--- src/pmev_pkg.sv ---
// Constants and types shared by the power-management event register bank
package pmev_pkg;
   localparam int          IO_AW          = 16;
   localparam int          IO_DW          = 16;
   localparam int          GPIO_N         = 8;
   localparam int          MAP_W          = 8;
   localparam logic [15:0] BASE_DEFAULT   = 16'hAC00;
   // Register offsets within the block
   localparam logic [7:0]  OFS_EVT_STATUS = 8'h08;
   localparam logic [7:0]  OFS_EVT_ENABLE = 8'h0A;
   localparam logic [7:0]  OFS_SLEEP_CTRL = 8'h0C;
   localparam logic [7:0]  OFS_SETUP_INDEX  = 8'h0E;
   localparam logic [7:0]  OFS_GP_STATUS  = 8'h10;
   localparam logic [7:0]  OFS_GP_ENABLE  = 8'h12;
   localparam logic [7:0]  OFS_SETUP_DATA = 8'h14;
   localparam logic [7:0]  BLOCK_SPAN     = 8'h16;
   localparam logic [15:0] REG_RESET      = 16'h0000;
   // Event status / enable bit positions
   localparam int          BIT_WAKE       = 15;
   localparam int          BIT_ALARM      = 10;
   localparam int          BIT_SLP_BTN    = 9;
   localparam int          BIT_PWR_BTN    = 8;
   localparam int          BIT_GLOCK      = 5;
   localparam int          BIT_BUS_MASTER = 4;
   localparam int          BIT_TIMER      = 0;
   localparam logic [15:0] EVT_STS_MASK   = 16'h8731;
   localparam logic [15:0] EVT_EN_MASK    = 16'h0721;
   // Sleep control fields
   localparam int          BIT_SLP_TRIG   = 13;
   localparam int          SLP_TYPE_LSB   = 10;
   localparam int          BIT_GLOCK_REL  = 2;
   localparam int          BIT_BM_RELOAD  = 1;
   localparam int          BIT_INT_SEL    = 0;
   localparam logic [15:0] SLP_CTRL_RMASK = 16'h1C01;
   localparam logic [2:0]  SLP_S0         = 3'h0;
   localparam logic [2:0]  SLP_S1         = 3'h1;
   localparam logic [2:0]  SLP_S2         = 3'h2;
   localparam logic [2:0]  SLP_S4         = 3'h4;
   localparam logic [2:0]  SLP_S5         = 3'h5;
   // Setup index range that assigns a pin to a status bit
   localparam logic [15:0] IDX_PIN_FIRST  = 16'h0010;
   localparam logic [15:0] IDX_PIN_LAST   = 16'h0017;
   // Pin map entry codes
   localparam logic [7:0]  MAP_NONE       = 8'h00;
   localparam logic [7:0]  MAP_PWR_BTN    = 8'h01;
   localparam logic [7:0]  MAP_SLP_BTN    = 8'h02;
   localparam int          MAP_GP_FLAG    = 7;
   localparam int          LID_GP_BIT     = 6;

   typedef enum logic [2:0] {
      PMEV_STATE_ON,
      PMEV_STATE_S1,
      PMEV_STATE_S2,
      PMEV_STATE_S4,
      PMEV_STATE_S5
   } pmev_power_t;

   typedef struct packed {
      logic [IO_AW-1:0] addr;
      logic             wr;
      logic             rd;
      logic [IO_DW-1:0] wdata;
   } pmev_io_req_t;
endpackage

--- src/pmev_regs.sv ---
// Power-management event register bank: status, enables, sleep control
// Functional notes
// RQ1: Wake flag set on enabled event while asleep
// RQ2: Alarm flag set only waking with alarm
// RQ3: Sleep button flag needs pin mapping first
// RQ4: Power button flag needs pin mapping first
// RQ5: Enabled global-lock write-one raises control interrupt
// RQ6: Bus-master status and reload have no behaviour
// RQ7: Timer flag set on timer bit 23 toggle
// RQ8: Status bits sticky, write one clears
// RQ9: Alarm/button enables raise interrupt on flag
// RQ10: Timer enable raises interrupt on toggle
// RQ11: Sleep trigger write-only, enters chosen sleep type
// RQ12: Sleep type decode, three codes reserved
// RQ13: Lock release write raises management interrupt event
// RQ14: Interrupt select routes events, set by commands
// RQ15: Setup index reads back last write
// RQ16: Undefined setup index writes are ignored
// RQ17: General status set by mapped event, W1C
// RQ18: Lid bit set on any lid change
// RQ19: General enables gate status onto interrupt
// RQ20: Boot software maps lid pin to bit 6
// RQ21: All registers reset to zero
// RQ22: Software uses defined widths and alignment
// RQ23: Block sits at relocatable I/O base AC00h
// RQ24: Interrupt is OR of enabled status flags
`timescale 1ns/1ps
module pmev_regs #(
   parameter logic [15:0] BASE_ADDR = pmev_pkg::BASE_DEFAULT, // RQ23
   parameter int          GPIO_N    = pmev_pkg::GPIO_N
) (
   input  wire logic                       clock_in,
   input  wire logic                       rst_in,
   input  wire pmev_pkg::pmev_io_req_t     io_req_in,
   output logic      [pmev_pkg::IO_DW-1:0] io_rdata_out,
   output logic                            io_ack_out,
   input  wire logic [GPIO_N-1:0]          gpio_in,
   input  wire logic                       alarm_interrupt_line_in,
   input  wire logic                       pm_timer_msb_in,
   input  wire logic                       global_lock_set_in,
   input  wire logic                       acpi_enable_cmd_in,
   input  wire logic                       acpi_disable_cmd_in,
   output logic                            sci_out,
   output logic                            smi_out,
   output logic                            smi_event_out,
   output logic                            sleep_request_out,
   output logic      [2:0]                 sleep_type_out,
   output logic                            wake_out,
   output pmev_pkg::pmev_power_t           power_state_out
);
   localparam int MAP_W = pmev_pkg::MAP_W;

   // Block-relative offset of an access, or all ones when outside
   function automatic logic [7:0] rel_offset(input logic [15:0] addr);
      logic [15:0] diff;
      diff = addr - BASE_ADDR;
      if (addr >= BASE_ADDR && diff < {8'h00, pmev_pkg::BLOCK_SPAN}) begin
         rel_offset = diff[7:0];
      end else begin
         rel_offset = 8'hFF;
      end
   endfunction

   function automatic logic idx_is_pin(input logic [15:0] idx);
      idx_is_pin = idx >= pmev_pkg::IDX_PIN_FIRST &&
                   idx <= pmev_pkg::IDX_PIN_LAST;
   endfunction

   function automatic logic reserved_type(input logic [2:0] t);
      reserved_type = !(t == pmev_pkg::SLP_S0 || t == pmev_pkg::SLP_S1 ||
                        t == pmev_pkg::SLP_S2 || t == pmev_pkg::SLP_S4 ||
                        t == pmev_pkg::SLP_S5);
   endfunction

   logic [15:0]                 evt_status_reg;
   logic [15:0]                 evt_status_next;
   logic [15:0]                 evt_enable_reg;
   logic [2:0]                  sleep_type_reg;
   logic                        int_select_reg;
   logic [15:0]                 setup_index_reg;
   logic [15:0]                 gp_status_reg;
   logic [15:0]                 gp_status_next;
   logic [15:0]                 gp_enable_reg;
   logic                        lock_sci_reg;
   pmev_pkg::pmev_power_t       power_reg;

   logic [GPIO_N-1:0]           gpio_s1_reg;
   logic [GPIO_N-1:0]           gpio_s2_reg;
   logic [GPIO_N-1:0]           gpio_s3_reg;
   logic [1:0]                  pin_s1_reg;
   logic [1:0]                  pin_s2_reg;
   logic                        timer_s3_reg;

   logic [7:0]                  offset;
   logic                        wr_hit;
   logic [15:0]                 wdata;
   logic                        alarm_sync;
   logic                        timer_toggle;
   logic [GPIO_N-1:0]           gpio_change;
   logic [GPIO_N-1:0]           gpio_rise;
   logic                        pwr_press;
   logic                        slp_press;
   logic [15:0]                 gp_set;
   logic [15:0]                 evt_set;
   logic                        asleep;
   logic                        wake_now;
   logic                        any_event;
   logic                        trigger_sleep;
   logic [MAP_W-1:0]            map_rd_data;
   logic [GPIO_N*MAP_W-1:0]     map_entries;
   logic [15:0]                 rdata_next;

   assign offset = rel_offset(io_req_in.addr);
   assign wr_hit = io_req_in.wr;
   assign wdata  = io_req_in.wdata;

   // Pin synchronisers; stage one feeds only stage two
   always_ff @(posedge clock_in) begin
      if (rst_in) begin
         gpio_s1_reg  <= '0;
         gpio_s2_reg  <= '0;
         gpio_s3_reg  <= '0;
         pin_s1_reg   <= '0;
         pin_s2_reg   <= '0;
         timer_s3_reg <= 1'b0;
      end else begin
         gpio_s1_reg  <= gpio_in;
         gpio_s2_reg  <= gpio_s1_reg;
         gpio_s3_reg  <= gpio_s2_reg;
         pin_s1_reg   <= {alarm_interrupt_line_in, pm_timer_msb_in};
         pin_s2_reg   <= pin_s1_reg;
         timer_s3_reg <= pin_s2_reg[0];
      end
   end

   assign alarm_sync   = pin_s2_reg[1];
   assign timer_toggle = pin_s2_reg[0] ^ timer_s3_reg; // RQ7
   assign gpio_change  = gpio_s2_reg ^ gpio_s3_reg;
   assign gpio_rise    = gpio_s2_reg & ~gpio_s3_reg;

   // Pin-to-bit map, written through the setup index and data pair
   pmev_map_table #(
      .DEPTH (GPIO_N),
      .WIDTH (MAP_W)
   ) u_map (
      .clock_in    (clock_in),
      .rst_in      (rst_in),
      .wr_en_in    (wr_hit && offset == pmev_pkg::OFS_SETUP_DATA &&
                    idx_is_pin(setup_index_reg)),
      .wr_addr_in  (setup_index_reg[$clog2(GPIO_N)-1:0]),
      .wr_data_in  (wdata[MAP_W-1:0]),
      .rd_addr_in  (setup_index_reg[$clog2(GPIO_N)-1:0]),
      .rd_data_out (map_rd_data),
      .entries_out (map_entries)
   );

   // Buttons count only once a pin is assigned; general bits on any change
   always_comb begin
      logic [MAP_W-1:0] ent;
      ent       = '0;
      pwr_press = 1'b0;
      slp_press = 1'b0;
      gp_set    = '0;
      for (int p = 0; p < GPIO_N; p++) begin
         ent = map_entries[p*MAP_W +: MAP_W];
         if (ent == pmev_pkg::MAP_PWR_BTN && gpio_rise[p]) begin
            pwr_press = 1'b1; // RQ4
         end
         if (ent == pmev_pkg::MAP_SLP_BTN && gpio_rise[p]) begin
            slp_press = 1'b1; // RQ3
         end
         if (ent[pmev_pkg::MAP_GP_FLAG] && gpio_change[p]) begin
            gp_set[ent[3:0]] = 1'b1; // RQ17 RQ18
         end
      end
   end

   assign asleep = power_reg != pmev_pkg::PMEV_STATE_ON;

   always_comb begin
      evt_set = '0;
      evt_set[pmev_pkg::BIT_ALARM]   = asleep && alarm_sync; // RQ2
      evt_set[pmev_pkg::BIT_SLP_BTN] = slp_press;
      evt_set[pmev_pkg::BIT_PWR_BTN] = pwr_press;
      evt_set[pmev_pkg::BIT_GLOCK]   = global_lock_set_in;
      evt_set[pmev_pkg::BIT_TIMER]   = timer_toggle;
   end

   // Wake on any enabled event source while asleep
   assign wake_now = asleep &&
      (|(evt_set & evt_enable_reg & pmev_pkg::EVT_EN_MASK) ||
       |(gp_set & gp_enable_reg)); // RQ1

   // Set wins over a write-one clear in the same cycle
   always_comb begin
      evt_status_next = evt_status_reg;
      if (wr_hit && offset == pmev_pkg::OFS_EVT_STATUS) begin
         evt_status_next = evt_status_next & ~wdata; // RQ8
      end
      evt_status_next = evt_status_next | evt_set; // RQ7
      if (wake_now) begin
         evt_status_next[pmev_pkg::BIT_WAKE] = 1'b1; // RQ1
      end
      evt_status_next = evt_status_next & pmev_pkg::EVT_STS_MASK
                        & ~(16'h0001 << pmev_pkg::BIT_BUS_MASTER); // RQ6
   end

   always_comb begin
      gp_status_next = gp_status_reg;
      if (wr_hit && offset == pmev_pkg::OFS_GP_STATUS) begin
         gp_status_next = gp_status_next & ~wdata; // RQ17
      end
      gp_status_next = gp_status_next | gp_set;
   end

   always_ff @(posedge clock_in) begin
      if (rst_in) begin
         evt_status_reg <= pmev_pkg::REG_RESET; // RQ21
         gp_status_reg  <= pmev_pkg::REG_RESET;
      end else begin
         evt_status_reg <= evt_status_next;
         gp_status_reg  <= gp_status_next;
      end
   end

   // Enables and setup index
   always_ff @(posedge clock_in) begin
      if (rst_in) begin
         evt_enable_reg <= pmev_pkg::REG_RESET; // RQ21
         gp_enable_reg  <= pmev_pkg::REG_RESET;
         setup_index_reg  <= pmev_pkg::REG_RESET;
      end else if (wr_hit) begin
         if (offset == pmev_pkg::OFS_EVT_ENABLE) begin
            evt_enable_reg <= wdata & pmev_pkg::EVT_EN_MASK;
         end
         if (offset == pmev_pkg::OFS_GP_ENABLE) begin
            gp_enable_reg <= wdata; // RQ19
         end
         if (offset == pmev_pkg::OFS_SETUP_INDEX && idx_is_pin(wdata)) begin
            setup_index_reg <= wdata; // RQ15 RQ16
         end
      end
   end

   // A reserved sleep type is stored but never entered
   assign trigger_sleep = wr_hit && offset == pmev_pkg::OFS_SLEEP_CTRL &&
                          wdata[pmev_pkg::BIT_SLP_TRIG] &&
                          !reserved_type(wdata[pmev_pkg::SLP_TYPE_LSB +: 3]);

   always_ff @(posedge clock_in) begin
      if (rst_in) begin
         sleep_type_reg <= pmev_pkg::SLP_S0; // RQ21
      end else if (wr_hit && offset == pmev_pkg::OFS_SLEEP_CTRL) begin
         sleep_type_reg <= wdata[pmev_pkg::SLP_TYPE_LSB +: 3];
      end
   end

   // Select bit follows the enable and disable commands only
   always_ff @(posedge clock_in) begin
      if (rst_in) begin
         int_select_reg <= 1'b0;
      end else if (acpi_enable_cmd_in) begin
         int_select_reg <= 1'b1; // RQ14
      end else if (acpi_disable_cmd_in) begin
         int_select_reg <= 1'b0; // RQ14
      end
   end

   always_ff @(posedge clock_in) begin
      if (rst_in) begin
         power_reg <= pmev_pkg::PMEV_STATE_ON;
      end else if (trigger_sleep) begin
         unique case (wdata[pmev_pkg::SLP_TYPE_LSB +: 3]) // RQ11 RQ12
            pmev_pkg::SLP_S1: power_reg <= pmev_pkg::PMEV_STATE_S1;
            pmev_pkg::SLP_S2: power_reg <= pmev_pkg::PMEV_STATE_S2;
            pmev_pkg::SLP_S4: power_reg <= pmev_pkg::PMEV_STATE_S4;
            pmev_pkg::SLP_S5: power_reg <= pmev_pkg::PMEV_STATE_S5;
            default:          power_reg <= pmev_pkg::PMEV_STATE_ON;
         endcase
      end else if (wake_now) begin
         power_reg <= pmev_pkg::PMEV_STATE_ON;
      end
   end

   // Lock write-one pulse kept apart from the sticky flag it clears
   always_ff @(posedge clock_in) begin
      if (rst_in) begin
         lock_sci_reg <= 1'b0;
      end else begin
         lock_sci_reg <= wr_hit && offset == pmev_pkg::OFS_EVT_STATUS &&
                         wdata[pmev_pkg::BIT_GLOCK] &&
                         evt_enable_reg[pmev_pkg::BIT_GLOCK]; // RQ5
      end
   end

   // Wake bit has no enable; it follows the event that caused it
   assign any_event =
      |(evt_status_next & evt_enable_reg & pmev_pkg::EVT_EN_MASK) ||
      |(gp_status_next & gp_enable_reg) || lock_sci_reg; // RQ9 RQ10 RQ24

   always_ff @(posedge clock_in) begin
      if (rst_in) begin
         sci_out <= 1'b0;
         smi_out <= 1'b0;
      end else begin
         sci_out <= any_event && int_select_reg; // RQ14 RQ24
         smi_out <= any_event && !int_select_reg; // RQ14
      end
   end

   always_ff @(posedge clock_in) begin
      if (rst_in) begin
         smi_event_out     <= 1'b0;
         sleep_request_out <= 1'b0;
         sleep_type_out    <= pmev_pkg::SLP_S0;
         wake_out          <= 1'b0;
         power_state_out   <= pmev_pkg::PMEV_STATE_ON;
      end else begin
         smi_event_out     <= wr_hit &&
                              offset == pmev_pkg::OFS_SLEEP_CTRL &&
                              wdata[pmev_pkg::BIT_GLOCK_REL]; // RQ13
         sleep_request_out <= trigger_sleep; // RQ11
         sleep_type_out    <= trigger_sleep ?
                              wdata[pmev_pkg::SLP_TYPE_LSB +: 3] :
                              sleep_type_out;
         wake_out          <= wake_now && !trigger_sleep;
         power_state_out   <= power_reg;
      end
   end

   // Read mux; trigger, release and reload bits always read zero
   always_comb begin
      rdata_next = '0;
      unique case (offset)
         pmev_pkg::OFS_EVT_STATUS: rdata_next = evt_status_reg;
         pmev_pkg::OFS_EVT_ENABLE: rdata_next = evt_enable_reg;
         pmev_pkg::OFS_SLEEP_CTRL: rdata_next = pmev_pkg::SLP_CTRL_RMASK &
            {3'h0, sleep_type_reg, 9'h000, int_select_reg}; // RQ11 RQ6
         pmev_pkg::OFS_SETUP_INDEX:  rdata_next = setup_index_reg; // RQ15
         pmev_pkg::OFS_GP_STATUS:  rdata_next = gp_status_reg;
         pmev_pkg::OFS_GP_ENABLE:  rdata_next = gp_enable_reg;
         pmev_pkg::OFS_SETUP_DATA: rdata_next = {8'h00, map_rd_data};
         default:                  rdata_next = '0;
      endcase
   end

   always_ff @(posedge clock_in) begin
      if (rst_in) begin
         io_rdata_out <= '0;
         io_ack_out   <= 1'b0;
      end else begin
         io_rdata_out <= io_req_in.rd ? rdata_next : '0;
         io_ack_out   <= io_req_in.rd || io_req_in.wr;
      end
   end
endmodule

--- src/pmev_map_table.sv ---
// Pin-to-status-bit map table with registered read data
`timescale 1ns/1ps
module pmev_map_table #(
   parameter int DEPTH = 8,
   parameter int WIDTH = 8
) (
   input  wire logic                     clock_in,
   input  wire logic                     rst_in,
   input  wire logic                     wr_en_in,
   input  wire logic [$clog2(DEPTH)-1:0] wr_addr_in,
   input  wire logic [WIDTH-1:0]         wr_data_in,
   input  wire logic [$clog2(DEPTH)-1:0] rd_addr_in,
   output logic      [WIDTH-1:0]         rd_data_out,
   output logic      [DEPTH*WIDTH-1:0]   entries_out
);
   logic [WIDTH-1:0] mem_reg [DEPTH];

   always_ff @(posedge clock_in) begin
      if (rst_in) begin
         for (int i = 0; i < DEPTH; i++) begin
            mem_reg[i] <= '0;
         end
      end else if (wr_en_in) begin
         mem_reg[wr_addr_in] <= wr_data_in;
      end
   end

   always_ff @(posedge clock_in) begin
      if (rst_in) begin
         rd_data_out <= '0;
      end else begin
         rd_data_out <= mem_reg[rd_addr_in];
      end
   end

   // Flat copy so every pin decodes its own target in parallel
   always_ff @(posedge clock_in) begin
      if (rst_in) begin
         entries_out <= '0;
      end else begin
         for (int i = 0; i < DEPTH; i++) begin
            entries_out[i*WIDTH +: WIDTH] <= mem_reg[i];
         end
      end
   end
endmodule

--- config.mk ---
export PLATFORM = sky130hd
export DESIGN_NAME = pmev_regs
export DESIGN_NICKNAME = d
export VERILOG_FILES = /design/src/pmev_pkg.sv /design/src/pmev_regs.sv /design/src/pmev_map_table.sv
export SDC_FILE = /design/constraint.sdc
export NUM_CORES = 1
export LEC_CHECK = 0
export BUFFER_PORTS_ARGS = -buffer_cell sky130_fd_sc_hd__buf_2
export CAP_MARGIN = 20
export CORE_UTILIZATION = 55
export DETAILED_ROUTE_END_ITERATION = 8
export GPL_TIMING_DRIVEN = 1
export PLACE_DENSITY = 0.76
export SYNTH_ARGS = -nofsm -noshare
export SYNTH_HDL_FRONTEND = slang
export SYNTH_SLANG_ARGS = --single-unit
export TNS_END_PERCENT = 20
--- constraint.sdc ---
create_clock -name clock_in -period 2.7 [get_ports clock_in]
set_input_delay 0.27 -clock clock_in [delete_from_list [all_inputs] [get_ports clock_in]]
set_output_delay 0.27 -clock clock_in [all_outputs]
set_load 0.01 [all_outputs]
## Yosys cells after proc, flatten, opt, wreduce, memory -nomap -nowiden

Memories as Yosys holds them, arrays and structs flattened. A register that Yosys moved wholly into a read port is not among the register bits.
Cells that the tools add are included.

- $add $sub $neg: 1
- Multiply operators: 0
- Divide/modulo/power cells: 0
- Magnitude comparators: 22
- Eq/ne operators: 27
- Shift operators: 0
- Mux-type cells: 58
- Bitwise gates (word level): 21
- Reduce and logical (&&, ||, !) cells: 74

Operators with widths:

| operator | count |
|---|---|
| 16-bit two-way mux | 10 |
| 16-bit bitwise OR | 8 |
| 16-bit case mux with 7 select lines | 1 |
| 16-bit bitwise AND | 4 |
| 8-bit by 1-bit == test with 1-bit output (second input constant) | 8 |
| 8-bit by 2-bit == test with 1-bit output (second input constant) | 8 |
| 1-bit logical AND | 51 |
| 4-bit by 5-bit < comparator with 1-bit output (second input constant) | 8 |
| 1-bit two-way mux | 33 |
| 1-bit demux with 4-bit select | 8 |
| 8-bit by 4-bit == test with 1-bit output (second input constant) | 4 |
| 16-bit by 5-bit greater-or-equal comparator with 1-bit output (second input constant) | 2 |
| 4-bit by 1-bit greater-or-equal comparator with 1-bit output (second input constant) | 8 |
| 16-bit by 5-bit less-or-equal comparator with 1-bit output (second input constant) | 2 |
| 16-bit OR reduction | 2 |
| 8-bit by 5-bit == test with 1-bit output (second input constant) | 3 |
| 11-bit bitwise AND | 2 |
| 16-bit greater-or-equal comparator (second input constant) | 1 |
| 16-bit by 5-bit < comparator with 1-bit output (second input constant) | 1 |
| 8-bit two-way mux | 2 |
| 16-bit NOT | 1 |
| 16-bit by 11-bit bitwise OR with 16-bit output | 1 |
| 16-bit subtractor (second input constant) | 1 |
| 3-bit case mux with 4 select lines | 1 |
| 18 further kinds | 33 |

- Register bits: 134
- Latch bits: 0
- RAM bits: 64
- Memory bits (read-only): 0
- Bits of input ports: 49
- Output and inout port bits: 28
- Logic and storage cells: 229
- Memories kept: 1

Memories:

| memory | words | width | read ports | clocked after memory_dff | write ports | line | text |
|---|---|---|---|---|---|---|---|
| u_map.mem_reg | 8 | 8 | 9 | 9 | 8 | pmev_map_table.sv:16 | `logic [WIDTH-1:0] mem_reg [DEPTH];` |

## Depth between registers and ports, before layout

- Word-level depth: 25
- Mapped depth: 10
- Gate-level depth less buffers: 10

## Hierarchy

A second synthesis with hierarchy kept.

- Cell total of the unflattened synthesis: 1,097
- Area total of the unflattened synthesis: 11,433.5 sq um

By module, submodules not included:

| module | times used | cells each | area an instance (sq um) | seq. area each (sq um) |
|---|---|---|---|---|
| pmev_regs | 1 | 766 | 6,525.0 | 2,482.4 |
| pmev_map_table | 1 | 331 | 4,908.5 | 3,363.2 |

## Worst setup path before layout

Ideal clock, no wire load.

- Path type: input to register
- Start: input port io_req_in[32] (netlist name)
- End: memory u_map.mem_reg[3][0], enable pin
- Setup time: 384 ps
- Data arrival time: 2,409 ps
- Required time: 2,316 ps
- Setup slack: -93 ps
- Cell stages on the path: 7
- Buffers on the path: 0
- Cells stage by stage: nor4bb_1 > and3_1 > nand2_1 > nor3b_2 > and4_1 > nand2_1 > o21ai_0

RTL lines:

| element | line | text |
|---|---|---|
| from (decl) | pmev_regs.sv:34 | `input wire pmev_pkg::pmev_io_req_t io_req_in,` |
| to (decl) | pmev_map_table.sv:16 |  |

## Final worst setup path

- Start: register gpio_s3_reg[3]
- End: register sci_out

- Longest elaborated chain between the ends: 17
- Elaborated cells between the ends (all ways): 34
- Those cells by class: mux (15); bitwise (11); reduce/logical (8)

Ends and longest elaborated chain:

| element | line | text |
|---|---|---|
| from (decl) | pmev_regs.sv:89 | `logic [GPIO_N-1:0] gpio_s3_reg;` |
| from (signal assigned) | pmev_regs.sv:129 | `gpio_s3_reg <= gpio_s2_reg;` |
| 8-bit XOR | pmev_regs.sv:138 | `assign gpio_change = gpio_s2_reg ^ gpio_s3_reg;` |
| 1-bit logical AND | pmev_regs.sv:172 | `if (ent[pmev_pkg::MAP_GP_FLAG] && gpio_change[p]) begin` |
| 16-bit two-way mux | pmev_regs.sv:172 |  |
| 16-bit bitwise OR (no source line) | - |  |
| 16-bit two-way mux | pmev_regs.sv:172 |  |
| 16-bit bitwise OR (no source line) | - |  |
| 16-bit two-way mux | pmev_regs.sv:172 |  |
| 16-bit bitwise OR (no source line) | - |  |
| 16-bit two-way mux | pmev_regs.sv:172 |  |
| 16-bit bitwise OR (no source line) | - |  |
| 16-bit two-way mux | pmev_regs.sv:172 |  |
| 16-bit bitwise OR | pmev_regs.sv:213 | `gp_status_next = gp_status_next \| gp_set;` |
| 16-bit bitwise AND | pmev_regs.sv:299 | `\|(gp_status_next & gp_enable_reg) \|\| lock_sci_reg;` |
| 16-bit OR reduction | pmev_regs.sv:299 |  |
| 1-bit logical OR (*) | pmev_regs.sv:298 | `\|(evt_status_next & evt_enable_reg & pmev_pkg::EVT_EN_MASK) \|\|` |
| 1-bit logical OR (*) | pmev_regs.sv:299 |  |
| 1-bit logical AND (*) | pmev_regs.sv:306 | `sci_out <= any_event && int_select_reg;` |
| to (signal assigned) | pmev_regs.sv:306 |  |
| to (decl) | pmev_regs.sv:43 | `output logic sci_out,` |

Every way passes the cells marked *; elsewhere a longest branch is shown, timed or not.
A chain may end at the register's enable or synchronous reset.

==> out/metrics.csv <==
stage,metric,value,unit
run_status,run status,"finished, violations left",
run_status,failing checks,setup timing,
worst_setup_path,r2r setup slk,-0.06,ns
sta,Slew headroom,46.9,%
worst_setup_path,r2r startpoint,gpio_s3_reg[3]$_SDFF_PP0_,
worst_setup_path,"Req. time, crit path",3.10,ns
sta,Fmax,362,MHz
min_path,type of the tightest min-delay check,in2reg,
clock_tree,CTS tree,yes,
run,MaxCap Viol Count,0,
sta,Final setup violation count,4,
floorplanning,FP Rows,52,
clock_tree,CTS root buf,clkbuf_16,
synth,syn_nets,1165,
floorplanning,Die X,146,µm
global_routing,GRT Overall Usage,34.7,%
synth,yosys warns,0,
cells_and_area,share of layout cells above drive strength 1,25.9,%
worst_setup_path,crit path max fanout,4,
synth,syn avg cell area,10.3,µm²
floorplanning,die area,21200,µm²
sta,Worst Slack Setup Final,-0.0586,ns
min_path,Hold Path End,gp_enable_reg[15]$_SDFFE_PP0P_,
routing,initial drt markers,1062,
synth,Post-synth EDFFs,64,
power,combinational power share,6.5,%
sta,max-slew violation count,0,
synth,main combinational cell family by area after synthesis,simple AND/OR/NAND/NOR gates,
min_path,hold path startpoint,io_req_in[15],
cells_and_area,max reg flops,64,
synth,post-synthesis compound-gate area fraction,11.6,%
worst_setup_path,critical path cell sequence,inv_2 > ha_4 > and4b_2 > a32oi_1 > nand2_1 > nor4_4 > o221ai_2 > or4_4 > nor4_4 > nor3b_1,
global_routing,largest net degree at the start of global routing,157,
clock_tree,clock buffer count from CTS,26,
power,Flop pwr share,50.4,%
cells_and_area,final core occ,70.0,%
synth,"Seq/Total Area, Yosys",51.5,%
worst_setup_path,CP Capture Type,flip-flop,
routing,Via Count,9744,
placement,hpwl dp,27500,µm
synth,Area contributors post-synth,"dfxtp_1, edfxtp_1, nor2b_1, and2_1, mux4_2",
sta,Hold WS,0.00904,ns
sta,setup TNS,-0.111,ns
power,Pwr Density,592,nW/µm²
placement,Final GP Congestion,1.02,
power,NetSw,1.99,mW
synth,Synth area leader,dfxtp_1,
worst_setup_path,critical path class,reg2reg,
routing,drt drc,0,
sta,Setup Skew,0.0159,ns
worst_setup_path,Worst Path Buf+Inv,1,
power,leakage,5.46,nW
clock_tree,Sink Count,260,
power,Switching Share,23.8,%
floorplanning,Starting Density,56.1,%
placement,pre-CTS setup slack,-0.346,ns
synth,Synth top area share,34.5,%
power,Clock Power Share,43.1,%
sta,Final Hold Viols,0,
cells_and_area,synthesis-to-layout area growth,24.8,%
worst_setup_path,Worst R2R End,sci_out$_SDFF_PP0_,
sta,crit path time final,2.76,ns
clock_tree,clock-pin slew of the registers on the worst-case setup and hold paths,0.07,ns
power,VDD IR max,0.567,mV
global_routing,total grt overflow,0,
routing,"antenna viol nets, final",0,
power,Tot Pwr,8.39,mW
worst_setup_path,type of origin of the critical path,flip-flop,
worst_setup_path,CP Data Arrival Time,3.16,ns
global_routing,antenna violations before repair,0,
worst_setup_path,worst reg-to-reg path cell count,10,
synth,synthesized cell area,11400,µm²
clock_tree,Clock Latency Late Sink,0.55,ns
global_routing,first-pass GRT wire length,55500,µm
worst_setup_path,CP max stage delay,0.57,ns
global_routing,vias in the first global route,9359,
clock_tree,clk buf depth,3,
synth,Netlist cell types,75,
routing,Routed Wire Length,37000,µm
power,Pint,6.39,mW
synth,mux cell area share after synthesis,5.82,%
routing,post-DR vias/cell,6.15,
sta,worst-margin pin slew,0.786,ns
placement,Buffers on Ports,76,
synth,"Top FF cell, synth",dfxtp_1,
synth,Post-Synth Simple-Gate Area,27.1,%
synth,Adder-Cell Fraction of Synth Area,0.881,%
min_path,Hold Path Depth,3,
worst_setup_path,CP top delay family,simple AND/OR/NAND/NOR gates,
floorplanning,CORE AREA,20200,µm²
clock_tree,H-tree levels,1,
synth,Post-Synthesis Cells,1108,
cells_and_area,number of nets in the layout,1352,
routing,DRT Pass-1 Iters,9,
cells_and_area,antenna cells,0,
floorplanning,Die Ht,146,µm
sta,fin crit share,102,%
floorplanning,Ports,77,
synth,#FFs+latches synth,260,
worst_setup_path,cell mode on critical path,nor4_4,
synth,Async SR Flop Fraction,0,%
routing,drt wl/cell,23.4,µm
sta,RSZ-0062 raised after global routing,true,
worst_setup_path,worst-path cell with the longest stage delay,or4_4,
synth,XOR/XNOR share of the synthesized area,0.154,%
## power groups by stage
stage	Combinational [mW]	Sequential [mW]	Clock [mW]
4_1_cts	0.519	4.22	3.63
2_1_floorplan	0.266	4.25	0
5_1_grt	0.576	4.23	3.80
3_3_place_gp	0.490	4.30	0
6_report	0.546	4.22	3.62
3_5_place_dp	0.488	4.30	0
## placed cells by master, fill, tap and decap left out, drive strengths merged, types with 6 or more instances in the layout
cell / count
mux4: 18
dfxtp: 196
ha: 8
dlygate4sd3: 13
nor4: 11
nor2b: 115
nor2: 70
o32ai: 6
nor3b: 6
buf: 208
inv: 27
nor4bb: 12
and4b: 7
mux2i: 21
o22ai: 7
a31oi: 6
a22oi: 45
nand4: 8
nor3: 15
nor4b: 16
clkinv: 9
a32oi: 9
nand4b: 9
a22o: 6
and2: 91
o21ai: 19
a21oi: 36
edfxtp: 64
clkbuf: 32
nand2b: 16
nand2: 87
nand3: 27
## worst reg2reg max path, delay by kind of cell, from the launching register on
family	cells	cell delay [ns]
buffers and inverters	1	0.05
AO/OA/AOI/OAI	2	0.33
adder cells (fa/ha/maj)	1	0.28
flip-flops	1	0.33
AND/OR/NAND/NOR	6	1.64
## metrics by stage
stage,instances,cell area (µm²)
2_1_floorplan,1108,11400
3_3_place_gp,1515,12800
3_5_place_dp,1515,12800
4_1_cts,1580,14000
5_1_grt,1584,14200
6_report,1584,14200
## cell usage after synthesis (9+ instances only)
cell and instances:
nor4_1 10, clkbuf_1 52, dfxtp_1 196, nor3_1 12
edfxtp_1 64, a32oi_1 9, nor2_1 70, nand4b_1 9
inv_1 26, nor4b_1 15, nand2b_1 16, a22oi_1 45
nor2b_1 115, nand2_1 87, a21oi_1 36, mux4_2 18
mux2i_1 21, nand3_1 27, nor4bb_1 12, and2_1 90
o21ai_0 19
## area by class of cell
class                           instances  area, µm²
Sequential cell                       260       5850
Clock buffer                           32        693
Timing Repair Buffer                  221       1540
Tap cell                              270        338
Multi-Input combinational cell        760       5490
Clock inverter                         15        165
Fill cell                            1501       6060
Inverter                               26       97.6
## kinds of logic after synthesis
group / count (synthesis)
adders and majority gates: 8
buffers and inverters: 88
AOI/OAI and AO/OA: 185
xor gates and xnor gates: 2
muxes: 43
DFF: 260
and+or+nand+nor: 522
## timing repair
action / CTS / global route
setup endpoints to repair: 7 / 98
pin swaps: 21 / 10
hold buffers: 13 / 0
gates resized for setup: 28 / 31
buffers inserted: 6 / 4
endpoints found under the hold margin: 13 / 0
## metal layers
metal	vias to the layer above	global-route usage [%]	wire length, µm
li1	4389	-	-
met3	98	6.02	3420
met1	4711	46.2	14800
met5	-	0	0
met4	0	14.5	1590
met2	546	56.0	17200
## how the worst max path moves through the flow
stage | slack (ns) | start | to | depth (start not counted)
after global placement | -0.20 | gpio_s3_reg[5]$_SDFF_PP0_ | sci_out$_SDFF_PP0_ | 10
after floorplan | -0.09 | io_req_in[32] | u_map.mem_reg[3][0]$_SDFFCE_PN0P_ | 7
after global routing | -0.15 | gpio_s3_reg[6]$_SDFF_PP0_ | sci_out$_SDFF_PP0_ | 11
after detailed placement | -0.35 | gpio_s3_reg[2]$_SDFF_PP0_ | smi_out$_SDFF_PP0_ | 10
final | -0.06 | gpio_s3_reg[3]$_SDFF_PP0_ | sci_out$_SDFF_PP0_ | 10
after CTS | -0.11 | gpio_s3_reg[2]$_SDFF_PP0_ | power_reg[0]$_SDFFE_PP0P_ | 10
(Power assumes the default switching activity.)
